File: config.mk
export PLATFORM = sky130hd
export DESIGN_NAME = stp_top
export DESIGN_NICKNAME = d
export VERILOG_FILES = /design/src/stp_top_unused_guard.sv /design/src/stp_pkg.sv /design/src/stp_irq_if.sv /design/src/stp_irq.sv /design/src/stp_top.sv
export SDC_FILE = /design/constraint.sdc
export NUM_CORES = 1
export LEC_CHECK = 0
export ABC_CLOCK_PERIOD_IN_PS = 3050
export BUFFER_PORTS_ARGS = -buffer_cell sky130_fd_sc_hd__buf_4
export CORE_MARGIN = 2
export CORE_UTILIZATION = 55
export CTS_CLUSTER_DIAMETER = 150
export CTS_CLUSTER_SIZE = 16
export DETAILED_ROUTE_END_ITERATION = 8
export GPL_ROUTABILITY_DRIVEN = 0
export PLACE_DENSITY = 0.84
export SKIP_CTS_REPAIR_TIMING = 1
export SLEW_MARGIN = 5
export SYNTH_ARGS = -nofsm -noshare
export SYNTH_HDL_FRONTEND = slang
export SYNTH_SLANG_ARGS = --single-unit
File: constraint.sdc
create_clock -name aclk -period 3.05 [get_ports aclk]
set_input_delay 0.305 -clock aclk [delete_from_list [all_inputs] [get_ports aclk]]
set_output_delay 0.305 -clock aclk [all_outputs]
set_load 0.02 [all_outputs]
File: src/stp_top_unused_guard.sv
// intentionally empty of logic: no additional modules
`timescale 1ns/10ps
`default_nettype none
`default_nettype wire

File: src/stp_pkg.sv
// shared constants for the status pin strap and interrupt block
package stp_pkg;

  // ------------------------------------------------------------------
  // timing
  // ------------------------------------------------------------------
  localparam int CLK_PERIOD_NS = 10;
  localparam int POR_PULSE_NS  = 10;
  // least time, so round up, never below one cycle
  localparam int POR_CYC_I     = (POR_PULSE_NS + CLK_PERIOD_NS - 1) / CLK_PERIOD_NS;
  localparam logic [3:0] POR_CYC = 4'((POR_CYC_I < 1) ? 1 : POR_CYC_I);

  // ------------------------------------------------------------------
  // sizes and defaults
  // ------------------------------------------------------------------
  localparam int NUM_PINS  = 4;
  localparam int NUM_FLAGS = 6;
  localparam logic [5:0] MULT_DEFAULT = 6'h28;   // multiplier of 40
  localparam logic [5:0] MULT_DIRECT  = 6'h00;   // multiplier bypassed
  // flags watched in the rising direction only (bit 0: estimate done)
  localparam logic [5:0] RISE_ONLY    = 6'h01;

  // start-up tuning words, entry 0 first from the right
  localparam logic [7:0][15:0] STARTUP_ROM = {
    16'h27D0, 16'h1F75, 16'h1797, 16'h13E8,
    16'h0FBA, 16'h0D45, 16'h09F4, 16'h0000
  };

  // ------------------------------------------------------------------
  // register map (byte addresses)
  // ------------------------------------------------------------------
  localparam logic [7:0] OFF_CTRL       = 8'h00;
  localparam logic [7:0] OFF_STRAP      = 8'h04;
  localparam logic [7:0] OFF_FIRST_TUNING_WORD = 8'h08;
  localparam logic [7:0] OFF_PIN_SEL    = 8'h0C;
  localparam logic [7:0] OFF_STATUS     = 8'h10;
  localparam logic [7:0] OFF_IRQ_MASK   = 8'h14;
  localparam logic [7:0] OFF_IRQ_STATUS = 8'h18;

  // field positions
  localparam int CTRL_IRQ_RESET  = 0;
  localparam int CTRL_LOOP_CLOSE = 1;
  localparam int PIN_SEL_STRIDE  = 8;
  localparam int PIN_SEL_IRQ     = 6;
  localparam logic [31:0] PIN_SEL_MASK = 32'h7F7F7F7F;

  // bus answers
  localparam logic [1:0] RESP_OKAY   = 2'h0;
  localparam logic [1:0] RESP_DECERR = 2'h3;

endpackage : stp_pkg

File: src/stp_irq_if.sv
// carrier between the pin top and the interrupt detector
`timescale 1ns/10ps
`default_nettype none

interface stp_irq_if;
  logic [5:0] flags;
  logic [5:0] mask;
  logic       clear;
  logic       irq;
  logic [5:0] irq_status;

  modport top (output flags, output mask, output clear, input irq, input irq_status);
  modport det (input flags, input mask, input clear, output irq, output irq_status);
endinterface : stp_irq_if

`default_nettype wire

File: src/stp_irq.sv
// change detector, interrupt latch and cause snapshot
`timescale 1ns/10ps
`default_nettype none

module stp_irq #(
  parameter logic [5:0] RISE_MASK = stp_pkg::RISE_ONLY
) (
  // clock and reset
  input wire logic aclk,
  input wire logic aresetn,
  // link to the top
  stp_irq_if.det   bus
);

  typedef struct packed {
    logic [5:0] prev;
    logic       irq;
    logic [5:0] irq_status;
  } stp_irq_s;

  stp_irq_s   s_q;
  stp_irq_s   s_d;
  logic [5:0] ev;

  // ------------------------------------------------------------------
  // detection
  // ------------------------------------------------------------------
  // edge seen, rise-only flags ignore falls, then masked
  assign ev = (bus.flags ^ s_q.prev) & (bus.flags | ~RISE_MASK) & bus.mask; // RULE13 RULE14

  // next state; a new event beats a clear in the same cycle
  always_comb begin
    s_d      = s_q;
    s_d.prev = bus.flags;                 // RULE16
    if (bus.clear) begin
      s_d.irq        = 1'b0;              // RULE16
      s_d.irq_status = 6'h00;
    end
    if (|ev) begin
      s_d.irq = 1'b1;                     // RULE14
      if (!s_q.irq || bus.clear) begin
        s_d.irq_status = bus.flags;       // RULE15
      end
    end
  end

  // state register
  always_ff @(posedge aclk) begin
    if (!aresetn) begin
      s_q <= '0;
    end else begin
      s_q <= s_d;
    end
  end

  assign bus.irq        = s_q.irq;
  assign bus.irq_status = s_q.irq_status;
endmodule : stp_irq

`default_nettype wire

File: src/stp_top.sv
// status pins: strap capture at reset, start-up tuning word, status and irq outputs
`timescale 1ns/10ps
`default_nettype none

// Notes on behaviour
// RULE1: short internal pulse after power-up, pins float
// RULE2: pin levels latched as strap at pulse end
// RULE3: same edge returns pins to driving outputs
// RULE4: external reset repeats strap capture and release
// RULE5: eight sixteen-bit start words, low strap selects
// RULE6: chosen word loads first tuning register directly
// RULE7: top strap bit picks multiplier or direct
// RULE8: table spans zero to top frequency linearly; the code table rises in uneven steps
// RULE9: multiplier mode starts with factor forty
// RULE10: host closes loop only after programming it
// RULE11: any pin may carry the irq flag
// RULE12: status flags readable at any time
// RULE13: flags watched for changes, some one-way
// RULE14: masked change sets latch, irq active high
// RULE15: irq assertion snapshots status into irq status
// RULE16: irq reset clears flag, snapshot, rearms detection
// RULE17: host applies reset pulse after supplies good
// RULE18: external reset acts on its falling edge
// RULE19: external reset high floats pins at once
// RULE20: each pin ORs its selected status indications
// RULE21: strap holds from one reset to next
module stp_top #(
  parameter int ADDR_W = 8
) (
  // clock and reset
  input  wire logic              aclk,
  input  wire logic              aresetn,
  // external reset pin, active high
  input  wire logic              ext_reset,
  // status pins
  input  wire logic [3:0]        status_pin_in,
  output logic      [3:0]        status_pin_out,
  output logic      [3:0]        status_pin_oe,
  // internal status indications
  input  wire logic [5:0]        status_flags,
  // start-up results
  output logic      [15:0]       first_tuning_word_register,
  output logic                   system_sample_clock_direct,
  output logic      [5:0]        system_sample_clock_mult,
  output logic                   loop_close,
  // axi4-lite write address
  input  wire logic [ADDR_W-1:0] s_axi_awaddr,
  input  wire logic              s_axi_awvalid,
  output logic                   s_axi_awready,
  // axi4-lite write data
  input  wire logic [31:0]       s_axi_wdata,
  input  wire logic [3:0]        s_axi_wstrb,
  input  wire logic              s_axi_wvalid,
  output logic                   s_axi_wready,
  // axi4-lite write response
  output logic      [1:0]        s_axi_bresp,
  output logic                   s_axi_bvalid,
  input  wire logic              s_axi_bready,
  // axi4-lite read address
  input  wire logic [ADDR_W-1:0] s_axi_araddr,
  input  wire logic              s_axi_arvalid,
  output logic                   s_axi_arready,
  // axi4-lite read data
  output logic      [31:0]       s_axi_rdata,
  output logic      [1:0]        s_axi_rresp,
  output logic                   s_axi_rvalid,
  input  wire logic              s_axi_rready
);

  typedef struct packed {
    logic [3:0]  por_cnt;
    logic        rst_prev;
    logic [3:0]  strap;
    logic [15:0] tune_word;
    logic [5:0]  mult;
    logic        loop_close;
    logic [31:0] pin_sel;
    logic [5:0]  mask;
    logic        irq_clr;
    logic [3:0]  pin_out;
    logic        aw_have;
    logic [7:0]  awaddr;
    logic        w_have;
    logic [31:0] wdata;
    logic [3:0]  wstrb;
    logic        bvalid;
    logic [1:0]  bresp;
    logic        rvalid;
    logic [31:0] rdata;
    logic [1:0]  rresp;
  } stp_top_s;

  stp_top_s   s_q;
  stp_top_s   s_d;
  logic       in_reset;
  logic       rst_fall;
  logic [3:0] pin_func;
  stp_irq_if  irq_bus ();

  // ------------------------------------------------------------------
  // reset pulse and pin direction
  // ------------------------------------------------------------------
  // pins float while the pulse runs or the reset pin is high; the pin
  // term is combinational so release to high impedance needs no edge
  assign in_reset      = (s_q.por_cnt != 4'h0) || ext_reset;  // RULE1 RULE19
  assign rst_fall      = s_q.rst_prev && !in_reset;           // RULE18
  assign status_pin_oe = in_reset ? 4'h0 : 4'hF;              // RULE3 RULE19

  // ------------------------------------------------------------------
  // pin functions
  // ------------------------------------------------------------------
  // one OR term per pin over its selected flags, plus the irq option
  generate
    for (genvar n = 0; n < stp_pkg::NUM_PINS; n++) begin : g_pin
      assign pin_func[n] =
        |(status_flags & s_q.pin_sel[n*stp_pkg::PIN_SEL_STRIDE +: 6])          // RULE20
        | (s_q.pin_sel[n*stp_pkg::PIN_SEL_STRIDE + stp_pkg::PIN_SEL_IRQ]
           & irq_bus.irq);                                                     // RULE11
    end
  endgenerate

  // byte-lane merge for register writes
  function automatic logic [31:0] merge(input logic [31:0] old, input logic [31:0] nw,
                                        input logic [3:0] strb);
    logic [31:0] r;
    r = old;
    for (int b = 0; b < 4; b++) begin
      if (strb[b]) begin
        r[b*8 +: 8] = nw[b*8 +: 8];
      end
    end
    return r;
  endfunction

  // ------------------------------------------------------------------
  // next state: strap, bus slave, pins
  // ------------------------------------------------------------------
  always_comb begin
    logic [31:0] wv;
    logic [7:0]  ra;
    wv            = 32'h0;
    ra            = 8'(s_axi_araddr);
    s_d           = s_q;
    s_d.irq_clr   = 1'b0;
    s_d.rst_prev  = in_reset;
    s_d.pin_out   = pin_func;
    if (s_q.por_cnt != 4'h0) begin
      s_d.por_cnt = s_q.por_cnt - 4'h1;
    end
    // write address and data accepted in either order
    if (s_axi_awvalid && s_axi_awready) begin
      s_d.aw_have = 1'b1;
      s_d.awaddr  = 8'(s_axi_awaddr);
    end
    if (s_axi_wvalid && s_axi_wready) begin
      s_d.w_have = 1'b1;
      s_d.wdata  = s_axi_wdata;
      s_d.wstrb  = s_axi_wstrb;
    end
    // commit once both halves are held
    if (s_q.aw_have && s_q.w_have) begin
      s_d.aw_have = 1'b0;
      s_d.w_have  = 1'b0;
      s_d.bvalid  = 1'b1;
      s_d.bresp   = stp_pkg::RESP_OKAY;
      if (s_q.awaddr == stp_pkg::OFF_CTRL) begin
        wv = merge({30'h0, s_q.loop_close, 1'b0}, s_q.wdata, s_q.wstrb);
        s_d.irq_clr    = wv[stp_pkg::CTRL_IRQ_RESET];                         // RULE16
        s_d.loop_close = wv[stp_pkg::CTRL_LOOP_CLOSE];
      end else if (s_q.awaddr == stp_pkg::OFF_FIRST_TUNING_WORD) begin
        wv = merge({16'h0, s_q.tune_word}, s_q.wdata, s_q.wstrb);
        s_d.tune_word = wv[15:0];
      end else if (s_q.awaddr == stp_pkg::OFF_PIN_SEL) begin
        s_d.pin_sel = merge(s_q.pin_sel, s_q.wdata, s_q.wstrb) & stp_pkg::PIN_SEL_MASK;
      end else if (s_q.awaddr == stp_pkg::OFF_IRQ_MASK) begin
        wv = merge({26'h0, s_q.mask}, s_q.wdata, s_q.wstrb);
        s_d.mask = wv[5:0];
      end else if (s_q.awaddr == stp_pkg::OFF_STRAP || s_q.awaddr == stp_pkg::OFF_STATUS
                   || s_q.awaddr == stp_pkg::OFF_IRQ_STATUS) begin
        s_d.bresp = stp_pkg::RESP_OKAY;   // read-only, write dropped
      end else begin
        s_d.bresp = stp_pkg::RESP_DECERR;
      end
    end
    if (s_q.bvalid && s_axi_bready) begin
      s_d.bvalid = 1'b0;
    end
    // read: data taken at the address handshake
    if (s_axi_arvalid && s_axi_arready) begin
      s_d.rvalid = 1'b1;
      s_d.rresp  = stp_pkg::RESP_OKAY;
      if (ra == stp_pkg::OFF_CTRL) begin
        s_d.rdata = {30'h0, s_q.loop_close, 1'b0};
      end else if (ra == stp_pkg::OFF_STRAP) begin
        s_d.rdata = {18'h0, s_q.mult, 3'h0, s_q.strap[3], s_q.strap};
      end else if (ra == stp_pkg::OFF_FIRST_TUNING_WORD) begin
        s_d.rdata = {16'h0, s_q.tune_word};
      end else if (ra == stp_pkg::OFF_PIN_SEL) begin
        s_d.rdata = s_q.pin_sel;
      end else if (ra == stp_pkg::OFF_STATUS) begin
        s_d.rdata = {26'h0, status_flags};                                    // RULE12
      end else if (ra == stp_pkg::OFF_IRQ_MASK) begin
        s_d.rdata = {26'h0, s_q.mask};
      end else if (ra == stp_pkg::OFF_IRQ_STATUS) begin
        s_d.rdata = {26'h0, irq_bus.irq_status};
      end else begin
        s_d.rdata = 32'h0;
        s_d.rresp = stp_pkg::RESP_DECERR;
      end
    end
    if (s_q.rvalid && s_axi_rready) begin
      s_d.rvalid = 1'b0;
    end
    // strap follows the pins through reset, frozen from the release on
    if (in_reset) begin
      s_d.strap = status_pin_in;                                              // RULE2 RULE4 RULE21
    end
    // start-up load beats a bus write landing on the same edge
    if (rst_fall) begin
      s_d.tune_word  = stp_pkg::STARTUP_ROM[s_q.strap[2:0]];                  // RULE5 RULE6 RULE8
      s_d.mult       = s_q.strap[3] ? stp_pkg::MULT_DIRECT : stp_pkg::MULT_DEFAULT; // RULE7 RULE9
      s_d.loop_close = 1'b0;                                                  // RULE10
    end
  end

  // state register; reset loads the pulse count so pins float meanwhile
  always_ff @(posedge aclk) begin
    if (!aresetn) begin
      s_q         <= '0;
      s_q.por_cnt <= stp_pkg::POR_CYC;
      s_q.rst_prev <= 1'b1;
    end else begin
      s_q <= s_d;
    end
  end

  // ------------------------------------------------------------------
  // interrupt detector
  // ------------------------------------------------------------------
  assign irq_bus.flags = status_flags;
  assign irq_bus.mask  = s_q.mask;
  assign irq_bus.clear = s_q.irq_clr;

  stp_irq #(
    .RISE_MASK (stp_pkg::RISE_ONLY)
  ) u_irq (
    .aclk    (aclk),
    .aresetn (aresetn),
    .bus     (irq_bus.det)
  );

  // ------------------------------------------------------------------
  // outputs
  // ------------------------------------------------------------------
  assign status_pin_out             = s_q.pin_out;
  assign first_tuning_word_register = s_q.tune_word;
  assign system_sample_clock_direct = s_q.strap[3];                          // RULE7
  assign system_sample_clock_mult   = s_q.mult;
  assign loop_close                 = s_q.loop_close;
  assign s_axi_awready              = !s_q.aw_have && !s_q.bvalid;
  assign s_axi_wready               = !s_q.w_have && !s_q.bvalid;
  assign s_axi_bvalid               = s_q.bvalid;
  assign s_axi_bresp                = s_q.bresp;
  assign s_axi_arready              = !s_q.rvalid;
  assign s_axi_rvalid               = s_q.rvalid;
  assign s_axi_rdata                = s_q.rdata;
  assign s_axi_rresp                = s_q.rresp;
endmodule : stp_top

`default_nettype wire

==> flow_summary_export.csv, run 1 <==
group,metric,value,unit
run_status,outcome,"completed",
setup_path,cp-startpoint,"s_q[155]",
global_route,grt_pass1_wl,28.2,mm
cts,cts_sinks,171,
placed_design,portBuffers,134,
die,fp.dieH,119,um
cells_and_area,mostFrequentLayoutCells,"dfxtp_1, buf_4, nand2_1",
routing,drt_iter0_markers,479,
synth,syn-cell-area,7290,um^2
pwr,total_power,5.84,mW
timing,period_needed,2.78,ns
worst_hold_path,hold_depth,2,
synth,synth_seq_cells,171,
cts,clock_tree.root_cell,"clkbuf_16",
timing,worst_slew_margin_rel,0.186,
synth,async_flop_share,0,
global_route,grtUsageTotal,0.252,
routing,dr_wl_met3,1.32,mm
die,dieWidth,119,um
die,ios,143,
cells_and_area,postLayoutCoreUtil,0.655,
synth,ys.flop_type,"dfxtp_1",
timing,final_critical_path_setup_slack,0.270,ns
placed_design,hpwl,12.3,mm
die,die-area,14200,um^2
routing,drc,0,
global_route,overflow,0,
setup_path,critical_path_arrival,3.09,ns
placed_design,dp_cells,1036,
placed_design,place_ws,0.257,ns
global_route,antenna_found_initial,0,
pwr,vdd_drop_max,0.390,mV
routing,finalWirelength,17.8,mm
routing,vias_per_cell,5.63,
cells_and_area,final_area,8570,um^2
setup_path,worstSetupPathType,"flip-flop to flip-flop",
worst_hold_path,whs_endpoint,"s_axi_rvalid",
global_route,grt_max_degree,74,
cells_and_area,final_common_cell,"dfxtp_1",
routing,route.top_layer_used,"met4",
synth,synth-edff-count,0,
routing,met2WireLength,8.62,mm
synth,synth_cell_types,51,
cts,insertion_delay,0.42,ns
timing,final-hold-violation-count,0,
die,initial_core_util,0.557,
worst_hold_path,min_from,"s_axi_rready",
timing,rsz0062_at_grt,"false",
cts,path_clk_slew,0.06,ns
cts,clockBufferDepth,2,
global_route,grt_pass1_vias,5658,
synth,synth_area_per_cell,8.77,um^2
cts,cts_max_level,4,
timing,worst_pin_slew,1.22,ns
timing,final.setup.tns,0,ns
job,drv_cap,0,
cells_and_area,nNetsFinal,959,
setup_path,path_max_fanout,12,
routing,antenna_left,0,
timing,setup_viol,0,
placed_design,placed_area,7900,um^2
synth,syn_inst,831,
routing,routedWlPerCell,16.6,um
cts,cts_tree,"built",
setup_path,setup.worst_path.start_class,"flip-flop",
setup_path,critPathRequiredTime,3.36,ns
setup_path,worst_r2r_path_depth,9,
pwr,power.density,681,nW/um^2
cells_and_area,antenna_cells,0,
cells_and_area,syn_to_final_growth,17.6,%
synth,yosysWarnings,0,
die,row_count,42,
worst_hold_path,hold_class,"input pin to flip-flop",
cells_and_area,finalNonFillerCells,1068,
timing,fmax,0.360,GHz
setup_path,critPathCaptureType,"flip-flop",
timing,skew,0.00609,ns
cts,cts_inserted_buffers,17,
cells_and_area,drive_gt1_frac,0.223,
pwr,p_leak,3.58,nW
timing,finalCritPeriodShare,0.911,
setup_path,r2r-start,"s_q[155]",
setup_path,rrSetupSlack,0.27,ns
routing,drtPass1Iterations,6,
timing,slew_viol_final,0,
routing,wl_met1,7.47,mm
timing,whs,0.0555,ns
die,core,13100,um^2
synth,ys_seq_area_frac,0.470,
routing,via_count,6012,
metal layers:
metal  track usage  vias to the layer above
met5             0                        -
met4        0.0938                        0
met3        0.0594                       30
met2         0.416                      245
met1         0.320                     2857
li1              -                     2880
final cells by class:
type                            count  area (um^2)
Fill cell                        1061         4510
Clock inverter                     12          209
Tap cell                          176          220
Clock buffer                       20          467
Timing Repair Buffer              143         1070
Inverter                           12         46.3
Multi-Input combinational cell    534         3130
Sequential cell                   171         3420
sequential cells by signal, indices dropped and copies added, names as in the netlist, 4 cells and up, named ones only:
signal	cells
status_pin_out	4
first_tuning_word_register	16
u_irq.s_q	6
irq_bus.mask	6
s_axi_rdata	30
u_irq.bus.irq_status	6
s_q	80
worst max path at each step:
stage / to / cells past startpoint
CTS: flip-flop / 9
finish: flip-flop / 9
floorplan: flip-flop / 10
detailed placement: flip-flop / 9
global route: flip-flop / 9
global placement: flip-flop / 9
cells in the mapped netlist, drive strengths merged, types with 2 or more instances:
cell	count	share of area
dfxtp	171	0.47
nand2	138	0.071
a21oi	88	0.060
buf	73	0.074
nor2	66	0.037
mux2i	48	0.066
clkbuf	46	0.024
a22oi	35	0.036
o21ai	29	0.020
inv	12	0.0062
ha	10	0.017
nand3	10	0.0082
nor3	9	0.0062
and2	8	0.0069
a22o	6	0.0072
mux2	6	0.0093
nand2b	6	0.0052
a211oi	5	0.0052
a31oi	5	0.0043
nor2b	5	0.0043
o31ai	5	0.0052
xor2	5	0.0060
a222oi	4	0.0055
a311oi	4	0.0048
or2	4	0.0034
or3	4	0.0034
and3	3	0.0029
and3b	3	0.0036
a221oi	2	0.0024
nand3b	2	0.0021
nand4	2	0.0017
nor3b	2	0.0027
o21a	2	0.0021
o22ai	2	0.0017
o41ai	2	0.0024
xnor2	2	0.0024
kinds of logic after synthesis:
| family | Yosys count | share of synthesized area |
|---|---|---|
| simple gates | 266 | 0.166 |
| compound gates | 191 | 0.159 |
| flops | 171 | 0.470 |
| buf+inv | 131 | 0.104 |
| mux | 54 | 0.0752 |
| fa+ha+maj | 10 | 0.0172 |
| xor+xnor | 7 | 0.00841 |
| other cells | 1 | 0.000515 |
report_power, final:
group          switching, mW  internal [mW]  total [mW]  leakage, nW
Clock                  0.893           1.53        2.42        0.323
Sequential             0.128           2.40        2.53         1.39
Combinational          0.517          0.365       0.882         1.86
Total                   1.54           4.30        5.84         3.58
critical path: stages, from the launching register on:
cell and delay [ns]:
dfxtp_1 0.31, inv_1 0.10, ha_1 0.20, or3b_2 0.54, nor2_8 0.22, mux2i_1 0.24, nand2b_1 0.36, inv_1 0.18
ha_1 0.24, or2_2 0.29
Note: power is estimated with default switching activity, not from simulation.
==> run 2: changes to the inputs <==
==> constraint.sdc (replaced) <==
create_clock -name aclk -period 3.05 [get_ports aclk]
set_input_delay 0.1525 -clock aclk [delete_from_list [all_inputs] [get_ports aclk]]
set_output_delay 0.1525 -clock aclk [all_outputs]
set_load 0.02 [all_outputs]
==> run 2 against run 1 <==
The run now ends with negative hold slack left. Utilization increased by 1.5 points. Setup slack got worse by 0.067 ns. Critical path depth unchanged. Routed wire length increased by 1.6%. Maximum frequency is 2.3% lower.
==> flow_summary_export.csv, run 2 (synthesis gave the netlist of run 1 again) <==
group,metric,value,unit
run_status,outcome,"finished, violations left",
run_status,violations,"negative hold slack",
cts,path_clk_slew,0.06,ns
cells_and_area,syn_to_final_growth,20.2,%
global_route,grt_max_degree,62,
routing,via_count,6015,
global_route,grt_pass1_vias,5562,
setup_path,path_max_fanout,12,
pwr,vdd_drop_max,0.386,mV
cells_and_area,regArea,3420,um^2
timing,worst_slew_margin_rel,0.199,
cells_and_area,mostFrequentLayoutCells,"dfxtp_1, buf_4, nand2_1",
routing,finalWirelength,18.0,mm
setup_path,r2r-start,"s_q[155]",
routing,antenna_left,0,
timing,rsz0062_at_grt,"false",
cells_and_area,drive_gt1_frac,0.214,
timing,slew_viol_final,0,
cells_and_area,regMostFlops,"s_q",
cells_and_area,finalNonFillerCells,1096,
pwr,clkPwrFrac,0.378,
timing,skew,0.00912,ns
worst_hold_path,hold_class,"input pin to flip-flop",
cells_and_area,fill_cells,1030,
timing,final-hold-violation-count,8,
timing,fmax,0.351,GHz
die,fp.dieH,119,um
pwr,power_frac_comb,0.166,
pwr,p_switching,1.52,mW
setup_path,rrSetupSlack,0.20,ns
setup_path,worst_r2r_path_depth,9,
die,die-area,14200,um^2
timing,whs,-0.0375,ns
cts,cts_sinks,171,
routing,drt_iter0_markers,490,
global_route,grt_pass1_wl,27.6,mm
routing,drtPass1Iterations,5,
pwr,p_leak,3.65,nW
timing,setup_viol,0,
cells_and_area,nNetsFinal,987,
worst_hold_path,hold_depth,3,
routing,drc,0,
timing,final_critical_path_setup_slack,0.203,ns
cells_and_area,final_common_cell,"dfxtp_1",
cts,cts_max_level,4,
cts,cts_tree,"built",
cts,clockBufferDepth,2,
die,initial_core_util,0.557,
cells_and_area,multi_input_area,3130,um^2
pwr,total_power,5.55,mW
pwr,p_int,4.03,mW
die,core,13100,um^2
placed_design,portBuffers,134,
cells_and_area,antenna_cells,0,
timing,worst_pin_slew,1.20,ns
pwr,p_seq_frac,0.457,
job,drv_cap,0,
pwr,power.density,634,nW/um^2
global_route,antenna_found_initial,0,
cts,clock_tree.root_cell,"clkbuf_16",
setup_path,critical_path_arrival,3.15,ns
placed_design,place_ws,0.249,ns
pwr,switching_share,0.274,
cells_and_area,largest_register_ffs,80,
placed_design,dp_cells,1036,
worst_hold_path,whs_endpoint,"system_sample_clock_direct",
timing,finalCritPeriodShare,0.933,
global_route,overflow,0,
die,dieWidth,119,um
placed_design,hpwl,12.2,mm
die,ios,143,
cts,cts_inserted_buffers,17,
cts,insertion_delay,0.42,ns
setup_path,critPathRequiredTime,3.36,ns
setup_path,setup.worst_path.start_class,"flip-flop",
setup_path,worstSetupPathType,"flip-flop to flip-flop",
timing,period_needed,2.85,ns
worst_hold_path,min_from,"status_pin_in[3]",
routing,vias_per_cell,5.49,
global_route,grtUsageTotal,0.246,
setup_path,critPathCaptureType,"flip-flop",
routing,routedWlPerCell,16.5,um
timing,final.setup.tns,0,ns
die,row_count,42,
run 2: stage by stage:
step	utilization	area [um^2]	hold slack (ns)
floorplan	-	7310	0.253
global placement	0.603	7900	0.339
detailed placement	0.603	7900	0.362
CTS	0.648	8480	-0.0828
global route	0.670	8760	0.000236
finish	0.670	8760	-0.0375
run 2: routing by layer:
layer | wire [um] | vias to the layer above | part of all wire | track usage
met5 | 0 | - | 0 | 0
li1 | - | 2930 | - | -
met2 | 8560 | 239 | 0.47 | 0.398
met3 | 1190 | 37 | 0.066 | 0.0575
met4 | 506 | 0 | 0.028 | 0.100
met1 | 7790 | 2809 | 0.43 | 0.318
run 2: power groups by stage:
| stage | clock (mW) | combinational (mW) | sequential (mW) |
|---|---|---|---|
| CTS | 2.12 | 0.884 | 2.53 |
| finish | 2.10 | 0.919 | 2.54 |
| global route | 2.21 | 1.00 | 2.55 |
| floorplan | 0 | 0.678 | 2.53 |
| detailed placement | 0 | 0.877 | 2.58 |
| global placement | 0 | 0.851 | 2.58 |
run 2: critical path, cell delays in order (launching register included):
cell and delay, ns:
dfxtp_1 0.31, inv_1 0.10, ha_1 0.20, or3b_2 0.54
nor2_8 0.23, mux2i_1 0.23, nand2b_1 0.38, inv_1 0.19
ha_1 0.26, or2_2 0.29
run 2: how the worst max path moves through the flow:
stage | from | end | slack, ns | cells after the start
2_1_floorplan | s_q[155] | flip-flop | 0.35 | 10
3_3_place_gp | s_q[155] | flip-flop | 0.37 | 9
3_5_place_dp | s_q[155] | flip-flop | 0.25 | 9
4_1_cts | s_q[155] | flip-flop | 0.24 | 9
5_1_grt | s_q[155] | flip-flop | 0.05 | 9
6_report | s_q[155] | flip-flop | 0.20 | 9
run 2: area by class of cell:
type,instances,area share
inverter,12,0.00528
clock buffer,24,0.0573
tap,176,0.0251
timing repair buffer,171,0.155
multi-input combinational,534,0.358
sequential,171,0.391
clock inverter,8,0.00957
